## src/dpp_pkg.sv

```systemverilog
// Constants of the channel progress and pattern match register set.
// Assumes a 32-bit register port with byte addresses on an 8-bit address.
package dpp_pkg;

	localparam int DATA_W = 32;
	localparam int ADDR_W = 8;
	localparam int CNT_W = 16;
	localparam int FULL_W = 17;
	localparam int INT_W = 3;

	// Register byte offsets
	localparam logic [7:0] OFF_SOURCE_POSITION = 8'h00;
	localparam logic [7:0] OFF_DESTINATION_POSITION = 8'h04;
	localparam logic [7:0] OFF_CELL_LENGTH = 8'h08;
	localparam logic [7:0] OFF_CELL_PROGRESS = 8'h0C;
	localparam logic [7:0] OFF_MATCH_VALUE = 8'h10;
	localparam logic [7:0] OFF_CONTROL = 8'h14;
	localparam logic [7:0] OFF_SOURCE_SIZE = 8'h18;
	localparam logic [7:0] OFF_DESTINATION_SIZE = 8'h1C;
	localparam logic [7:0] OFF_INT_STATUS = 8'h20;
	localparam logic [7:0] OFF_INT_CLEAR = 8'h24;
	localparam logic [7:0] OFF_INT_ENABLE = 8'h28;

	// Control fields
	localparam int CTRL_PATTERN_MODE = 0;
	localparam int CTRL_MATCH_WIDE = 1;
	localparam int CTRL_W = 2;

	// Interrupt status fields
	localparam int INT_CELL_DONE = 0;
	localparam int INT_BLOCK_DONE = 1;
	localparam int INT_DEST_HALF = 2;

	// Reset values
	localparam logic [15:0] RST_FIELD = 16'h0000;
	localparam logic [1:0] RST_CTRL = 2'h0;
	localparam logic [2:0] RST_INT = 3'h0;
	localparam logic [31:0] RST_READ = 32'h0000_0000;

	// Low byte mask for narrow pattern compare
	localparam logic [15:0] BYTE_MASK = 16'h00FF;

	// Cell sequencing states
	typedef enum logic [0:0] {
		DPP_IDLE = 1'b0,
		DPP_CELL = 1'b1
	} dpp_state_e;

endpackage

```

## src/dpp_counter.sv

```systemverilog
// Byte position counter with clear priority over step.
// Assumes clear and step come from logic on the same clock.
`timescale 1ns/1ps
`default_nettype none
module dpp_counter #(
	parameter int W = 16
) (
	// Clock and reset
	input wire logic core_clk,
	input wire logic reset_n,
	// Control
	input wire logic clear,
	input wire logic step,
	// Value
	output logic [W-1:0] count
);

	always_ff @(posedge core_clk or negedge reset_n) begin
		if (!reset_n) begin
			count <= '0;
		end else if (clear) begin
			count <= '0;
		end else if (step) begin
			count <= count + {{(W-1){1'b0}}, 1'b1};
		end
	end

endmodule
`default_nettype wire

```

## src/dpp_channel.sv

```systemverilog
// Channel progress tracking and pattern match register set.
// Assumes the transfer engine on core_clk reports each moved byte and data.
//
// Chosen here: the register offsets and the address-and-strobe port.
`timescale 1ns/1ps
`default_nettype none

module dpp_channel (
	// Clock and reset
	input wire logic core_clk,
	input wire logic reset_n,
	// Register port
	input wire logic [7:0] regAddr,
	input wire logic [31:0] regWrData,
	input wire logic regWrite,
	input wire logic regRead,
	output logic [31:0] regRdData,
	// Transfer engine
	input wire logic cellTrigger,
	input wire logic srcByteMoved,
	input wire logic dstByteMoved,
	input wire logic [15:0] xferData,
	input wire logic xferDataValid,
	output logic cellActive,
	output logic transferEnd,
	// Interrupt
	output logic irq
);

	logic [15:0] cellByteLength;
	logic [15:0] matchPatternValue;
	logic [1:0] control;
	logic [15:0] sourceSize;
	logic [15:0] destinationSize;
	logic [2:0] intStatus;
	logic [2:0] intEnable;
	logic [15:0] sourceByteIndex;
	logic [15:0] destinationByteIndex;
	logic [15:0] cellProgressCount;
	logic [16:0] blockCount;
	dpp_pkg::dpp_state_e state;
	dpp_pkg::dpp_state_e next_state;

	logic patternMode;
	logic patternEvt;
	logic cellStart;
	logic cellStep;
	logic cellEvt;
	logic blockEvt;
	logic halfEvt;
	logic [16:0] cellFull;
	logic [16:0] srcFull;
	logic [16:0] dstFull;
	logic [16:0] blockFull;
	logic [16:0] cellNext;
	logic [16:0] dstHalf;
	logic [15:0] patternMask;
	logic [2:0] intSet;
	logic [2:0] intClr;
	logic [31:0] next_rdData;

	// Zero stands for the full 65,536 byte count
	assign cellFull = {cellByteLength == dpp_pkg::RST_FIELD, cellByteLength};
	assign srcFull = {sourceSize == dpp_pkg::RST_FIELD, sourceSize};
	assign dstFull = {destinationSize == dpp_pkg::RST_FIELD, destinationSize};
	assign blockFull = (srcFull > dstFull) ? srcFull : dstFull;
	assign dstHalf = {1'b0, dstFull[16:1]};

	assign patternMode = control[dpp_pkg::CTRL_PATTERN_MODE];
	assign patternMask = control[dpp_pkg::CTRL_MATCH_WIDE] ? 16'hFFFF :
		dpp_pkg::BYTE_MASK;
	// Compare only in pattern mode, the value is dormant otherwise
	assign patternEvt = patternMode && xferDataValid &&
		((xferData & patternMask) == (matchPatternValue & patternMask));

	assign cellStart = cellTrigger && (state == dpp_pkg::DPP_IDLE);
	assign cellStep = dstByteMoved && (state == dpp_pkg::DPP_CELL);
	assign cellNext = {1'b0, cellProgressCount} + 17'h00001;
	assign cellEvt = cellStep && (cellNext == cellFull);
	assign blockEvt = dstByteMoved &&
		((blockCount + 17'h00001) == blockFull);
	assign halfEvt = dstByteMoved &&
		(({1'b0, destinationByteIndex} + 17'h00001) == dstHalf);

	// Source position: cleared by a detect or at block end
	dpp_counter #(.W(dpp_pkg::CNT_W)) uSrc (
		.core_clk(core_clk),
		.reset_n(reset_n),
		.clear(patternEvt || blockEvt),
		.step(srcByteMoved),
		.count(sourceByteIndex)
	);

	dpp_counter #(.W(dpp_pkg::CNT_W)) uDst (
		.core_clk(core_clk),
		.reset_n(reset_n),
		.clear(blockEvt),
		.step(dstByteMoved),
		.count(destinationByteIndex)
	);

	dpp_counter #(.W(dpp_pkg::CNT_W)) uCell (
		.core_clk(core_clk),
		.reset_n(reset_n),
		.clear(cellStart || patternEvt),
		.step(cellStep),
		.count(cellProgressCount)
	);

	// Block count spans 65,536 so it needs the extra bit
	dpp_counter #(.W(dpp_pkg::FULL_W)) uBlock (
		.core_clk(core_clk),
		.reset_n(reset_n),
		.clear(blockEvt || patternEvt),
		.step(dstByteMoved),
		.count(blockCount)
	);

	// Cell sequencing; a trigger during a cell is dropped
	always_comb begin
		next_state = state;
		case (state)
			dpp_pkg::DPP_IDLE: begin
				if (cellTrigger) begin
					next_state = dpp_pkg::DPP_CELL;
				end
			end
			dpp_pkg::DPP_CELL: begin
				if (cellEvt || blockEvt || patternEvt) begin
					next_state = dpp_pkg::DPP_IDLE;
				end
			end
			default: begin
				next_state = dpp_pkg::DPP_IDLE;
			end
		endcase
	end

	always_ff @(posedge core_clk or negedge reset_n) begin
		if (!reset_n) begin
			state <= dpp_pkg::DPP_IDLE;
		end else begin
			state <= next_state;
		end
	end

	always_ff @(posedge core_clk or negedge reset_n) begin
		if (!reset_n) begin
			cellActive <= 1'b0;
			transferEnd <= 1'b0;
		end else begin
			cellActive <= (next_state == dpp_pkg::DPP_CELL);
			transferEnd <= blockEvt || patternEvt;
		end
	end

	// Writable fields keep only low bits: 16 for values and sizes, 2 for control, 3 for enable
	always_ff @(posedge core_clk or negedge reset_n) begin
		if (!reset_n) begin
			cellByteLength <= dpp_pkg::RST_FIELD;
			matchPatternValue <= dpp_pkg::RST_FIELD;
			control <= dpp_pkg::RST_CTRL;
			sourceSize <= dpp_pkg::RST_FIELD;
			destinationSize <= dpp_pkg::RST_FIELD;
			intEnable <= dpp_pkg::RST_INT;
		end else if (regWrite) begin
			case (regAddr)
				dpp_pkg::OFF_CELL_LENGTH: cellByteLength <= regWrData[15:0];
				dpp_pkg::OFF_MATCH_VALUE: matchPatternValue <= regWrData[15:0];
				dpp_pkg::OFF_CONTROL: control <= regWrData[1:0];
				dpp_pkg::OFF_SOURCE_SIZE: sourceSize <= regWrData[15:0];
				dpp_pkg::OFF_DESTINATION_SIZE: destinationSize <= regWrData[15:0];
				dpp_pkg::OFF_INT_ENABLE: intEnable <= regWrData[2:0];
				default: begin
				end
			endcase
		end
	end

	// Sticky flags; a new event beats a clear in the same cycle
	assign intSet = {halfEvt, blockEvt || patternEvt, cellEvt};
	assign intClr = (regWrite && regAddr == dpp_pkg::OFF_INT_CLEAR) ?
		regWrData[2:0] : dpp_pkg::RST_INT;

	always_ff @(posedge core_clk or negedge reset_n) begin
		if (!reset_n) begin
			intStatus <= dpp_pkg::RST_INT;
		end else begin
			intStatus <= (intStatus & ~intClr) | intSet;
		end
	end

	always_ff @(posedge core_clk or negedge reset_n) begin
		if (!reset_n) begin
			irq <= 1'b0;
		end else begin
			irq <= |(next_intStatus() & intEnable);
		end
	end

	function automatic logic [2:0] next_intStatus();
		return (intStatus & ~intClr) | intSet;
	endfunction

	// Upper half is always zero; unmapped addresses read zero
	always_comb begin
		next_rdData = dpp_pkg::RST_READ;
		case (regAddr)
			dpp_pkg::OFF_SOURCE_POSITION: next_rdData[15:0] = sourceByteIndex;
			dpp_pkg::OFF_DESTINATION_POSITION:
				next_rdData[15:0] = destinationByteIndex;
			dpp_pkg::OFF_CELL_LENGTH: next_rdData[15:0] = cellByteLength;
			dpp_pkg::OFF_CELL_PROGRESS: next_rdData[15:0] = cellProgressCount;
			dpp_pkg::OFF_MATCH_VALUE: next_rdData[15:0] = matchPatternValue;
			dpp_pkg::OFF_CONTROL: next_rdData[1:0] = control;
			dpp_pkg::OFF_SOURCE_SIZE: next_rdData[15:0] = sourceSize;
			dpp_pkg::OFF_DESTINATION_SIZE: next_rdData[15:0] = destinationSize;
			dpp_pkg::OFF_INT_STATUS: next_rdData[2:0] = intStatus;
			dpp_pkg::OFF_INT_ENABLE: next_rdData[2:0] = intEnable;
			default: next_rdData = dpp_pkg::RST_READ;
		endcase
	end

	// Read data stands only in the cycle after the strobe
	always_ff @(posedge core_clk or negedge reset_n) begin
		if (!reset_n) begin
			regRdData <= dpp_pkg::RST_READ;
		end else if (regRead) begin
			regRdData <= next_rdData;
		end else begin
			regRdData <= dpp_pkg::RST_READ;
		end
	end
endmodule
`default_nettype wire

```

## config.mk

```make
export PLATFORM = sky130hd
export DESIGN_NAME = dpp_channel
export DESIGN_NICKNAME = d
export VERILOG_FILES = /design/src/dpp_pkg.sv /design/src/dpp_counter.sv /design/src/dpp_channel.sv
export SDC_FILE = /design/constraint.sdc
export NUM_CORES = 1
export LEC_CHECK = 0
export BUFFER_PORTS_ARGS = -buffer_cell sky130_fd_sc_hd__clkbuf_2
export CORE_AREA = 2 2 262 160
export CTS_CLUSTER_SIZE = 40
export DETAILED_ROUTE_END_ITERATION = 16
export DIE_AREA = 0 0 264 162
export SETUP_SLACK_MARGIN = 0.02
export SLEW_MARGIN = 5
export SYNTH_ARGS = -nofsm -noshare
export SYNTH_HDL_FRONTEND = slang
export SYNTH_SLANG_ARGS = --single-unit
```

## constraint.sdc

```tcl
create_clock -name core_clk -period 10.45 [get_ports core_clk]
set_input_delay 0.5225 -clock core_clk [delete_from_list [all_inputs] [get_ports core_clk]]
set_output_delay 0.5225 -clock core_clk [all_outputs]
set_load 0.005 [all_outputs]
```

==> results of run 1 <==
per-stage QoR:
step,util,std cells,setup slack [ps]
6_report,0.281,1622,5150
4_1_cts,0.281,1622,5280
3_3_place_gp,0.267,1590,5400
3_5_place_dp,0.267,1590,5290
2_1_floorplan,-,1060,6380
5_1_grt,0.281,1622,4910
routing by layer:
layer	GRT usage	vias up
met1	0.248	4225
met5	0	-
met2	0.210	434
met3	0.0459	33
li1	-	3821
met4	0.0336	0
synthesized netlist by cell type (12+ instances only):
| cell | count |
|---|---|
| sky130_fd_sc_hd__dfrtp_1 | 156 |
| sky130_fd_sc_hd__nor2_1 | 81 |
| sky130_fd_sc_hd__nand2_1 | 76 |
| sky130_fd_sc_hd__mux2_2 | 69 |
| sky130_fd_sc_hd__xor2_1 | 68 |
| sky130_fd_sc_hd__xnor2_1 | 63 |
| sky130_fd_sc_hd__clkbuf_1 | 51 |
| sky130_fd_sc_hd__nand3_1 | 40 |
| sky130_fd_sc_hd__o21ai_0 | 40 |
| sky130_fd_sc_hd__a22oi_1 | 31 |
| sky130_fd_sc_hd__nand4_1 | 29 |
| sky130_fd_sc_hd__nor3_1 | 27 |
| sky130_fd_sc_hd__inv_1 | 26 |
| sky130_fd_sc_hd__a21oi_1 | 25 |
| sky130_fd_sc_hd__ha_1 | 21 |
| sky130_fd_sc_hd__nor2_2 | 20 |
| sky130_fd_sc_hd__nor4_1 | 19 |
| sky130_fd_sc_hd__a31oi_1 | 17 |
| sky130_fd_sc_hd__buf_4 | 17 |
| sky130_fd_sc_hd__and4_1 | 15 |
| sky130_fd_sc_hd__a222oi_1 | 14 |
| sky130_fd_sc_hd__and3_1 | 12 |
worst paths after layout:
kind	start	end	slack (ps)	cells after the start
hold / removal	reset_n	uBlock.count[14]	150	1
min in group core_clk	regRead	regRdData[2]	330	3
max in group asynchronous	reset_n	uCell.count[13]	8860	2
hold reg to reg	intStatus[0]	intStatus[0]	520	2
setup reg to reg	destinationSize[3]	uDst.count[3]	5150	12
setup / recovery	destinationSize[3]	uDst.count[3]	5150	12
power by group:
group          switching, uW  internal [uW]  total (uW)
Sequential               126            665         791
Clock                    275            323         598
Combinational            314            218         532
Total                    715           1210        1920
registers in the layout, summed over array words and instances, names as in the netlist:
register	cells
uDst.count	16
intStatus	3
destinationSize	16
irq	1
transferEnd	1
sourceSize	16
uSrc.count	16
uCell.count	16
regRdData	16
uBlock.count	17
intEnable	3
cellByteLength	16
control	2
matchPatternValue	16
cellActive	1
cell type report:
type / count / share of cell area
multi-input cells: 800 / 0.501
flip-flops and latches: 156 / 0.345
well taps: 531 / 0.0588
clock buffers: 20 / 0.0404
repair buffers: 77 / 0.0371
clock inverters: 12 / 0.00885
inverters: 26 / 0.00863
worst max-delay path: cells and delay by family, from the launching register on:
family	cells	cell delay (ps)
muxes	1	360
and+or+nand+nor	8	2840
adders and majority gates	1	380
AOI/OAI and AO/OA	2	990
DFF	1	560
cells by family (layout without fill, tap and decap cells):
kind of cell,after synthesis,in the layout,synth area share
xor+xnor,133,133,0.119
simple gates,370,370,0.196
fa+ha+maj,21,21,0.0263
other cells,1,16,0.000375
flops,156,156,0.390
compound gates,185,185,0.135
buf+inv,104,135,0.0483
mux,75,75,0.0842
==> run_summary.xml, run 1 <==
<?xml version="1.0" encoding="UTF-8"?>
<metrics>
  <group name="run_status">
    <metric name="run_status" unit="">finished clean</metric>
  </group>
  <group name="die">
    <metric name="horizontal_die_dimension" unit="um">264</metric>
    <metric name="placeableCoreArea" unit="mm^2">0.0402</metric>
    <metric name="pin_count" unit="">99</metric>
    <metric name="floorplan.rows" unit="">57</metric>
    <metric name="initial_utilization" unit="">0.249</metric>
    <metric name="die_y" unit="um">162</metric>
    <metric name="die-area" unit="mm^2">0.0428</metric>
  </group>
  <group name="critical_path">
    <metric name="timing.critical_path.mode_cell" unit="">sky130_fd_sc_hd__nor4_1</metric>
    <metric name="end_kind" unit="">flip-flop</metric>
    <metric name="worst-path-max-fanout" unit="">12</metric>
    <metric name="timing_worst_setup_path_type" unit="">flip-flop to flip-flop</metric>
    <metric name="worst_ep_required_time" unit="ps">10730</metric>
    <metric name="timing.critical_path.arrival" unit="ps">5580</metric>
    <metric name="crit_path_top_delay_cell" unit="">sky130_fd_sc_hd__nor4_1</metric>
    <metric name="worstPathCellList" unit="">nor4_1 &gt; nand4_1 &gt; ha_1 &gt; and4_1 &gt; a21oi_1 &gt; nand2_1 &gt; mux2_4 &gt; a2111oi_4 &gt; nand2b_1 &gt; or3b_2 &gt; nor4_1 &gt; nor2_1</metric>
    <metric name="cpPeakStageDelay" unit="ps">1000</metric>
    <metric name="start_kind" unit="">flip-flop</metric>
  </group>
  <group name="placed_design">
    <metric name="dpl.hpwl" unit="um">25500</metric>
    <metric name="buffer_ports.inserted" unit="">66</metric>
    <metric name="gpl.final_weighted_congestion" unit="">0.930</metric>
    <metric name="placement.cell_area" unit="mm^2">0.0108</metric>
  </group>
  <group name="clocking">
    <metric name="worst_setup_hold_path_clk_slew" unit="ps">70</metric>
    <metric name="htree_levels" unit="">4</metric>
    <metric name="cts_repair_resize_count" unit="">0</metric>
    <metric name="cts_inserted_buffers" unit="">17</metric>
    <metric name="tritoncts_clock_tree" unit="">done</metric>
    <metric name="cts.sink_count" unit="">156</metric>
    <metric name="cts_buffer_depth" unit="">2</metric>
    <metric name="post_cts_hold_buffer_count" unit="">0</metric>
    <metric name="number_of_post_cts_setup_repair_buffers" unit="">0</metric>
    <metric name="clkLatencyLatePin" unit="ps">450</metric>
    <metric name="cts.root.buffer_cell" unit="">sky130_fd_sc_hd__clkbuf_16</metric>
  </group>
  <group name="global_routing">
    <metric name="globalRouteOverflowTotal" unit="">0</metric>
    <metric name="grtUsageTotal" unit="">0.159</metric>
    <metric name="global_route_wire_length_before_repair" unit="um">51000</metric>
    <metric name="pin_count_of_the_biggest_net_entering_global_routing" unit="">91</metric>
    <metric name="vias_in_the_first_global_route" unit="">7943</metric>
    <metric name="grt_antenna_before_repair" unit="">0</metric>
  </group>
  <group name="routing">
    <metric name="dr.first_iter.drc_count" unit="">1135</metric>
    <metric name="firstDrtPassIters" unit="">5</metric>
    <metric name="final_antenna_net_count" unit="">0</metric>
    <metric name="top_signal_layer_used" unit="">met4</metric>
    <metric name="vias_per_cell" unit="">5.25</metric>
    <metric name="dr_wl_met3" unit="um">3720</metric>
    <metric name="routedLengthMet1" unit="um">16400</metric>
    <metric name="met2WireLength" unit="um">13200</metric>
    <metric name="drc" unit="">0</metric>
    <metric name="totalWireLength" unit="um">33700</metric>
    <metric name="wl_cell" unit="um">20.8</metric>
    <metric name="num_vias" unit="">8513</metric>
  </group>
  <group name="cells_and_area">
    <metric name="final_area" unit="mm^2">0.0113</metric>
    <metric name="syn_to_final_growth" unit="%">13.1</metric>
    <metric name="final_net_count" unit="">1163</metric>
    <metric name="antenna_cell_count" unit="">0</metric>
    <metric name="regArea" unit="mm^2">0.00390</metric>
    <metric name="final_cell_mix" unit="">sky130_fd_sc_hd__dfrtp_1, sky130_fd_sc_hd__nor2_1, sky130_fd_sc_hd__nand2_1</metric>
    <metric name="layout.filler_cells" unit="">4253</metric>
    <metric name="layout-drive-gt1-share" unit="">0.201</metric>
    <metric name="multi_input_comb_area" unit="mm^2">0.00567</metric>
    <metric name="mostFrequentLayoutCell" unit="">sky130_fd_sc_hd__dfrtp_1</metric>
  </group>
  <group name="logic_synthesis">
    <metric name="netlist_top_cells_area" unit="">sky130_fd_sc_hd__dfrtp_1, sky130_fd_sc_hd__mux2_2, sky130_fd_sc_hd__xor2_1, sky130_fd_sc_hd__xnor2_1, sky130_fd_sc_hd__nor2_1</metric>
    <metric name="synth.lib_cells_used.distinct" unit="">74</metric>
    <metric name="synthDominantCellAreaShare" unit="">0.390</metric>
    <metric name="asyncSetResetFlopFracSynth" unit="">1.00</metric>
    <metric name="syn_area" unit="mm^2">0.0100</metric>
    <metric name="postSynth.topFlopCell" unit="">sky130_fd_sc_hd__dfrtp_1</metric>
    <metric name="synth_seq_area_share" unit="">0.390</metric>
    <metric name="synthesis.instances" unit="">1045</metric>
    <metric name="ys_ff_latch" unit="">156</metric>
    <metric name="post-synth-top-area-cell" unit="">sky130_fd_sc_hd__dfrtp_1</metric>
    <metric name="synth_edf_count" unit="">0</metric>
    <metric name="ys.warnings.count" unit="">0</metric>
    <metric name="synth.avg_cell_area" unit="um^2">9.57</metric>
  </group>
  <group name="power_and_ir_drop">
    <metric name="power" unit="uW">1920</metric>
    <metric name="worst_ir_drop_vdd" unit="mV">0.0843</metric>
    <metric name="power_leakage" unit="uW">0.00478</metric>
    <metric name="power_per_cell_area" unit="mW/mm^2">170</metric>
  </group>
  <group name="sta">
    <metric name="setup_total_negative_slack" unit="ps">0</metric>
    <metric name="relSlewSlack" unit="">0.122</metric>
    <metric name="timing.final.crit_period" unit="ps">5300</metric>
    <metric name="final_min_period_over_clock_period" unit="">0.507</metric>
    <metric name="grt_setup_unrepaired" unit="">false</metric>
    <metric name="timing.hold.ws" unit="ps">150</metric>
    <metric name="finalSetupViolCount" unit="">0</metric>
    <metric name="max_freq" unit="MHz">189</metric>
    <metric name="final-max-slew-violation-count" unit="">0</metric>
    <metric name="final_hold_viols" unit="">0</metric>
    <metric name="worst_clock_skew" unit="ps">14.0</metric>
    <metric name="transition_time_of_the_tightest_slew_check_pin" unit="ps">1300</metric>
  </group>
  <group name="worst_hold_path">
    <metric name="timing.hold.worst.class" unit="">primary input to async pin</metric>
  </group>
  <group name="job">
    <metric name="max_cap_violation_count" unit="">0</metric>
  </group>
</metrics>
No activity file was read; power rests on OpenSTA's default activity.
==> run 2, diff against run 1 <==
- clock period: 10.45 -> 4.54 ns (I/O delays scaled with it)
==> run 2 against run 1 <==
Against the previous run: total power increased to 2.5 times the previous value; clock power rose by 150%; non-clock buffer count up 71; cell count grew 4.3%; clock skew fell by 0.81 ps; fmax is 22% higher; cell area is 6.2% higher; first-iteration DRC count grew 17%; global-route usage is 0.72 points higher; critical path type unchanged; critical endpoint is now uBlock.count[4].
==> run_summary.xml, run 2 (synthesis gave the netlist of run 1 again) <==
<?xml version="1.0" encoding="UTF-8"?>
<metrics>
  <group name="worst_hold_path">
    <metric name="timing.hold.worst.class" unit="">primary input to flip-flop</metric>
    <metric name="min_path_cells" unit="">3</metric>
  </group>
  <group name="die">
    <metric name="floorplan.rows" unit="">57</metric>
    <metric name="horizontal_die_dimension" unit="um">264</metric>
    <metric name="placeableCoreArea" unit="mm^2">0.0402</metric>
    <metric name="die-area" unit="mm^2">0.0428</metric>
    <metric name="pin_count" unit="">99</metric>
    <metric name="die_y" unit="um">162</metric>
    <metric name="initial_utilization" unit="">0.249</metric>
  </group>
  <group name="critical_path">
    <metric name="timing.critical_path.arrival" unit="ps">4690</metric>
    <metric name="start_kind" unit="">flip-flop</metric>
    <metric name="r2r_setup_slack" unit="ps">190</metric>
    <metric name="end_kind" unit="">flip-flop</metric>
    <metric name="timing_worst_setup_path_type" unit="">flip-flop to flip-flop</metric>
    <metric name="worst_ep_required_time" unit="ps">4880</metric>
    <metric name="worst_r2r_endpoint" unit="">uBlock.count[4]</metric>
    <metric name="crit-reg2reg-launch" unit="">destinationSize[12]</metric>
    <metric name="worst-path-max-fanout" unit="">8</metric>
    <metric name="ff2ff_path_depth" unit="">18</metric>
    <metric name="critical_path.endpoint" unit="">uBlock.count[4]</metric>
    <metric name="timing.critical_path.from" unit="">destinationSize[12]</metric>
  </group>
  <group name="clocking">
    <metric name="cts_buffer_depth" unit="">2</metric>
    <metric name="htree_levels" unit="">4</metric>
    <metric name="cts.sink_count" unit="">156</metric>
    <metric name="tritoncts_clock_tree" unit="">done</metric>
    <metric name="clkLatencyLatePin" unit="ps">460</metric>
    <metric name="cts_inserted_buffers" unit="">17</metric>
    <metric name="cts.root.buffer_cell" unit="">sky130_fd_sc_hd__clkbuf_16</metric>
    <metric name="worst_setup_hold_path_clk_slew" unit="ps">70</metric>
  </group>
  <group name="sta">
    <metric name="setup_ws" unit="ps">193</metric>
    <metric name="finalSetupViolCount" unit="">0</metric>
    <metric name="timing.hold.ws" unit="ps">31.3</metric>
    <metric name="worst_clock_skew" unit="ps">13.2</metric>
    <metric name="final-max-slew-violation-count" unit="">0</metric>
    <metric name="final_hold_viols" unit="">0</metric>
    <metric name="timing.final.crit_period" unit="ps">4350</metric>
    <metric name="relSlewSlack" unit="">0.380</metric>
    <metric name="transition_time_of_the_tightest_slew_check_pin" unit="ps">928</metric>
    <metric name="max_freq" unit="MHz">230</metric>
    <metric name="final_min_period_over_clock_period" unit="">0.957</metric>
    <metric name="grt_setup_unrepaired" unit="">false</metric>
  </group>
  <group name="cells_and_area">
    <metric name="layout.filler_cells" unit="">4230</metric>
    <metric name="layout-drive-gt1-share" unit="">0.261</metric>
    <metric name="biggest_register" unit="">uBlock.count</metric>
    <metric name="mostFrequentLayoutCell" unit="">sky130_fd_sc_hd__dfrtp_1</metric>
    <metric name="finalCoreUtilization" unit="">0.299</metric>
    <metric name="syn_to_final_growth" unit="%">20.2</metric>
    <metric name="final_cell_mix" unit="">sky130_fd_sc_hd__dfrtp_1, sky130_fd_sc_hd__nor2_1, sky130_fd_sc_hd__nand2_1, sky130_fd_sc_hd__buf_4, sky130_fd_sc_hd__mux2_2</metric>
    <metric name="antenna_cell_count" unit="">0</metric>
    <metric name="final_net_count" unit="">1234</metric>
    <metric name="largest_register_ffs" unit="">17</metric>
  </group>
  <group name="routing">
    <metric name="dr.first_iter.drc_count" unit="">1331</metric>
    <metric name="totalWireLength" unit="um">35600</metric>
    <metric name="num_vias" unit="">8861</metric>
    <metric name="vias_per_cell" unit="">5.24</metric>
    <metric name="wl_cell" unit="um">21.1</metric>
    <metric name="drc" unit="">0</metric>
    <metric name="final_antenna_net_count" unit="">0</metric>
    <metric name="firstDrtPassIters" unit="">5</metric>
  </group>
  <group name="global_routing">
    <metric name="grt_antenna_before_repair" unit="">0</metric>
    <metric name="grt_util_met2" unit="">0.214</metric>
    <metric name="grt-busiest-layer" unit="">met1</metric>
    <metric name="vias_in_the_first_global_route" unit="">8294</metric>
    <metric name="pin_count_of_the_biggest_net_entering_global_routing" unit="">89</metric>
    <metric name="grtUsageTotal" unit="">0.166</metric>
    <metric name="global_route.usage.met3" unit="">0.0547</metric>
    <metric name="globalRouteOverflowTotal" unit="">0</metric>
    <metric name="gr-usage-met1" unit="">0.257</metric>
    <metric name="global_route_wire_length_before_repair" unit="um">53100</metric>
  </group>
  <group name="power_and_ir_drop">
    <metric name="sw_frac_of_total" unit="">0.355</metric>
    <metric name="share_clk_of_total_power" unit="">0.307</metric>
    <metric name="power_per_cell_area" unit="mW/mm^2">401</metric>
    <metric name="p_int" unit="uW">3110</metric>
    <metric name="power_leakage" unit="uW">0.00521</metric>
    <metric name="worst_ir_drop_vdd" unit="mV">0.164</metric>
    <metric name="part_of_the_total_power_dissipated_in_sequential_elements" unit="">0.371</metric>
    <metric name="switching_power" unit="uW">1710</metric>
    <metric name="power.share.combinational" unit="">0.322</metric>
  </group>
  <group name="placed_design">
    <metric name="dpl.hpwl" unit="um">27200</metric>
    <metric name="buffer_ports.inserted" unit="">66</metric>
    <metric name="gpl.final_weighted_congestion" unit="">0.957</metric>
    <metric name="dp_slack" unit="ps">-31.5</metric>
  </group>
  <group name="job">
    <metric name="max_cap_violation_count" unit="">0</metric>
  </group>
  <group name="run_status">
    <metric name="run_status" unit="">finished clean</metric>
  </group>
</metrics>
[run 2: cell count changes in the layout (fill, tap and decap cells not counted), sizes merged]
cell / delta
clkinv: +5
inv: -7
bufinv: +3
buf: +69
dlygate4sd3: +1
clkbuf: -1
clkinvlp: -1
[run 2: area by class of cell]
| class | instances | area (um^2) | share of cell area |
|---|---|---|---|
| multi-input combinational | 800 | 5760 | 0.479 |
| sequential | 156 | 3900 | 0.325 |
| timing repair buffer | 148 | 1000 | 0.0832 |
| tap | 531 | 664 | 0.0553 |
| clock buffer | 18 | 439 | 0.0366 |
| clock inverter | 12 | 149 | 0.0124 |
| inverter | 26 | 97.6 | 0.00812 |
[run 2: worst min-delay path by stage]
stage | startpoint | endpoint | slack (ps)
floorplan | reset_n | cellActive | -70
global placement | reset_n | uBlock.count[10] | 370
detailed placement | reset_n | uBlock.count[10] | 370
CTS | regRead | regRdData[2] | 10
global route | regRead | regRdData[2] | 40
finish | regRead | regRdData[2] | 30
[run 2: layer usage]
metal,vias to the layer above,share of wire
met4,2,0.012
met5,-,0.00053
met3,31,0.12
met1,4373,0.48
met2,487,0.39
li1,3968,-
[run 2: through the flow]
| stage | cells | setup TNS, ps | instance area [um^2] | total power (uW) |
|---|---|---|---|---|
| detailed placement | 1649 | -152 | 11200 | 3210 |
| floorplan | 1060 | 0 | 10100 | 2690 |
| finish | 1691 | 0 | 12000 | 4810 |
| global placement | 1649 | 0 | 11200 | 3170 |
| CTS | 1680 | 0 | 11800 | 4700 |
| global route | 1691 | 0 | 12000 | 5070 |
[run 2: power by group through the flow]
stage | Clock, uW | Sequential, uW | Combinational, uW
6_report | 1480 | 1790 | 1550
3_3_place_gp | 0 | 1790 | 1380
5_1_grt | 1560 | 1810 | 1700
2_1_floorplan | 0 | 1680 | 1010
4_1_cts | 1500 | 1770 | 1430
3_5_place_dp | 0 | 1800 | 1420
[run 2: worst max-delay path, cell delays in order, from the launching register on]
cell and delay [ps]:
sky130_fd_sc_hd__dfrtp_1 410, sky130_fd_sc_hd__nor4_4 310, sky130_fd_sc_hd__buf_4 150, sky130_fd_sc_hd__nand4_1 120
sky130_fd_sc_hd__ha_1 340, sky130_fd_sc_hd__and4_4 260, sky130_fd_sc_hd__and3_4 220, sky130_fd_sc_hd__a22oi_2 60
sky130_fd_sc_hd__buf_4 170, sky130_fd_sc_hd__buf_4 150, sky130_fd_sc_hd__a32oi_1 210, sky130_fd_sc_hd__o21ai_1 110
sky130_fd_sc_hd__xnor2_1 290, sky130_fd_sc_hd__o2111ai_2 230, sky130_fd_sc_hd__or3_4 440, sky130_fd_sc_hd__o41ai_4 300
sky130_fd_sc_hd__buf_6 200, sky130_fd_sc_hd__buf_4 210, sky130_fd_sc_hd__nor2_2 50
[run 2: repair_timing]
| item | 4_1_cts | 5_1_grt |
|---|---|---|
| hold buffers | 1 | 0 |
| pin swaps | 0 | 11 |
| gates cloned | 0 | 3 |
| hold endpoints to repair | 86 | 0 |
| setup buffers | 0 | 8 |
| endpoints found under the setup margin | 20 | 53 |
| resized for setup | 2 | 27 |
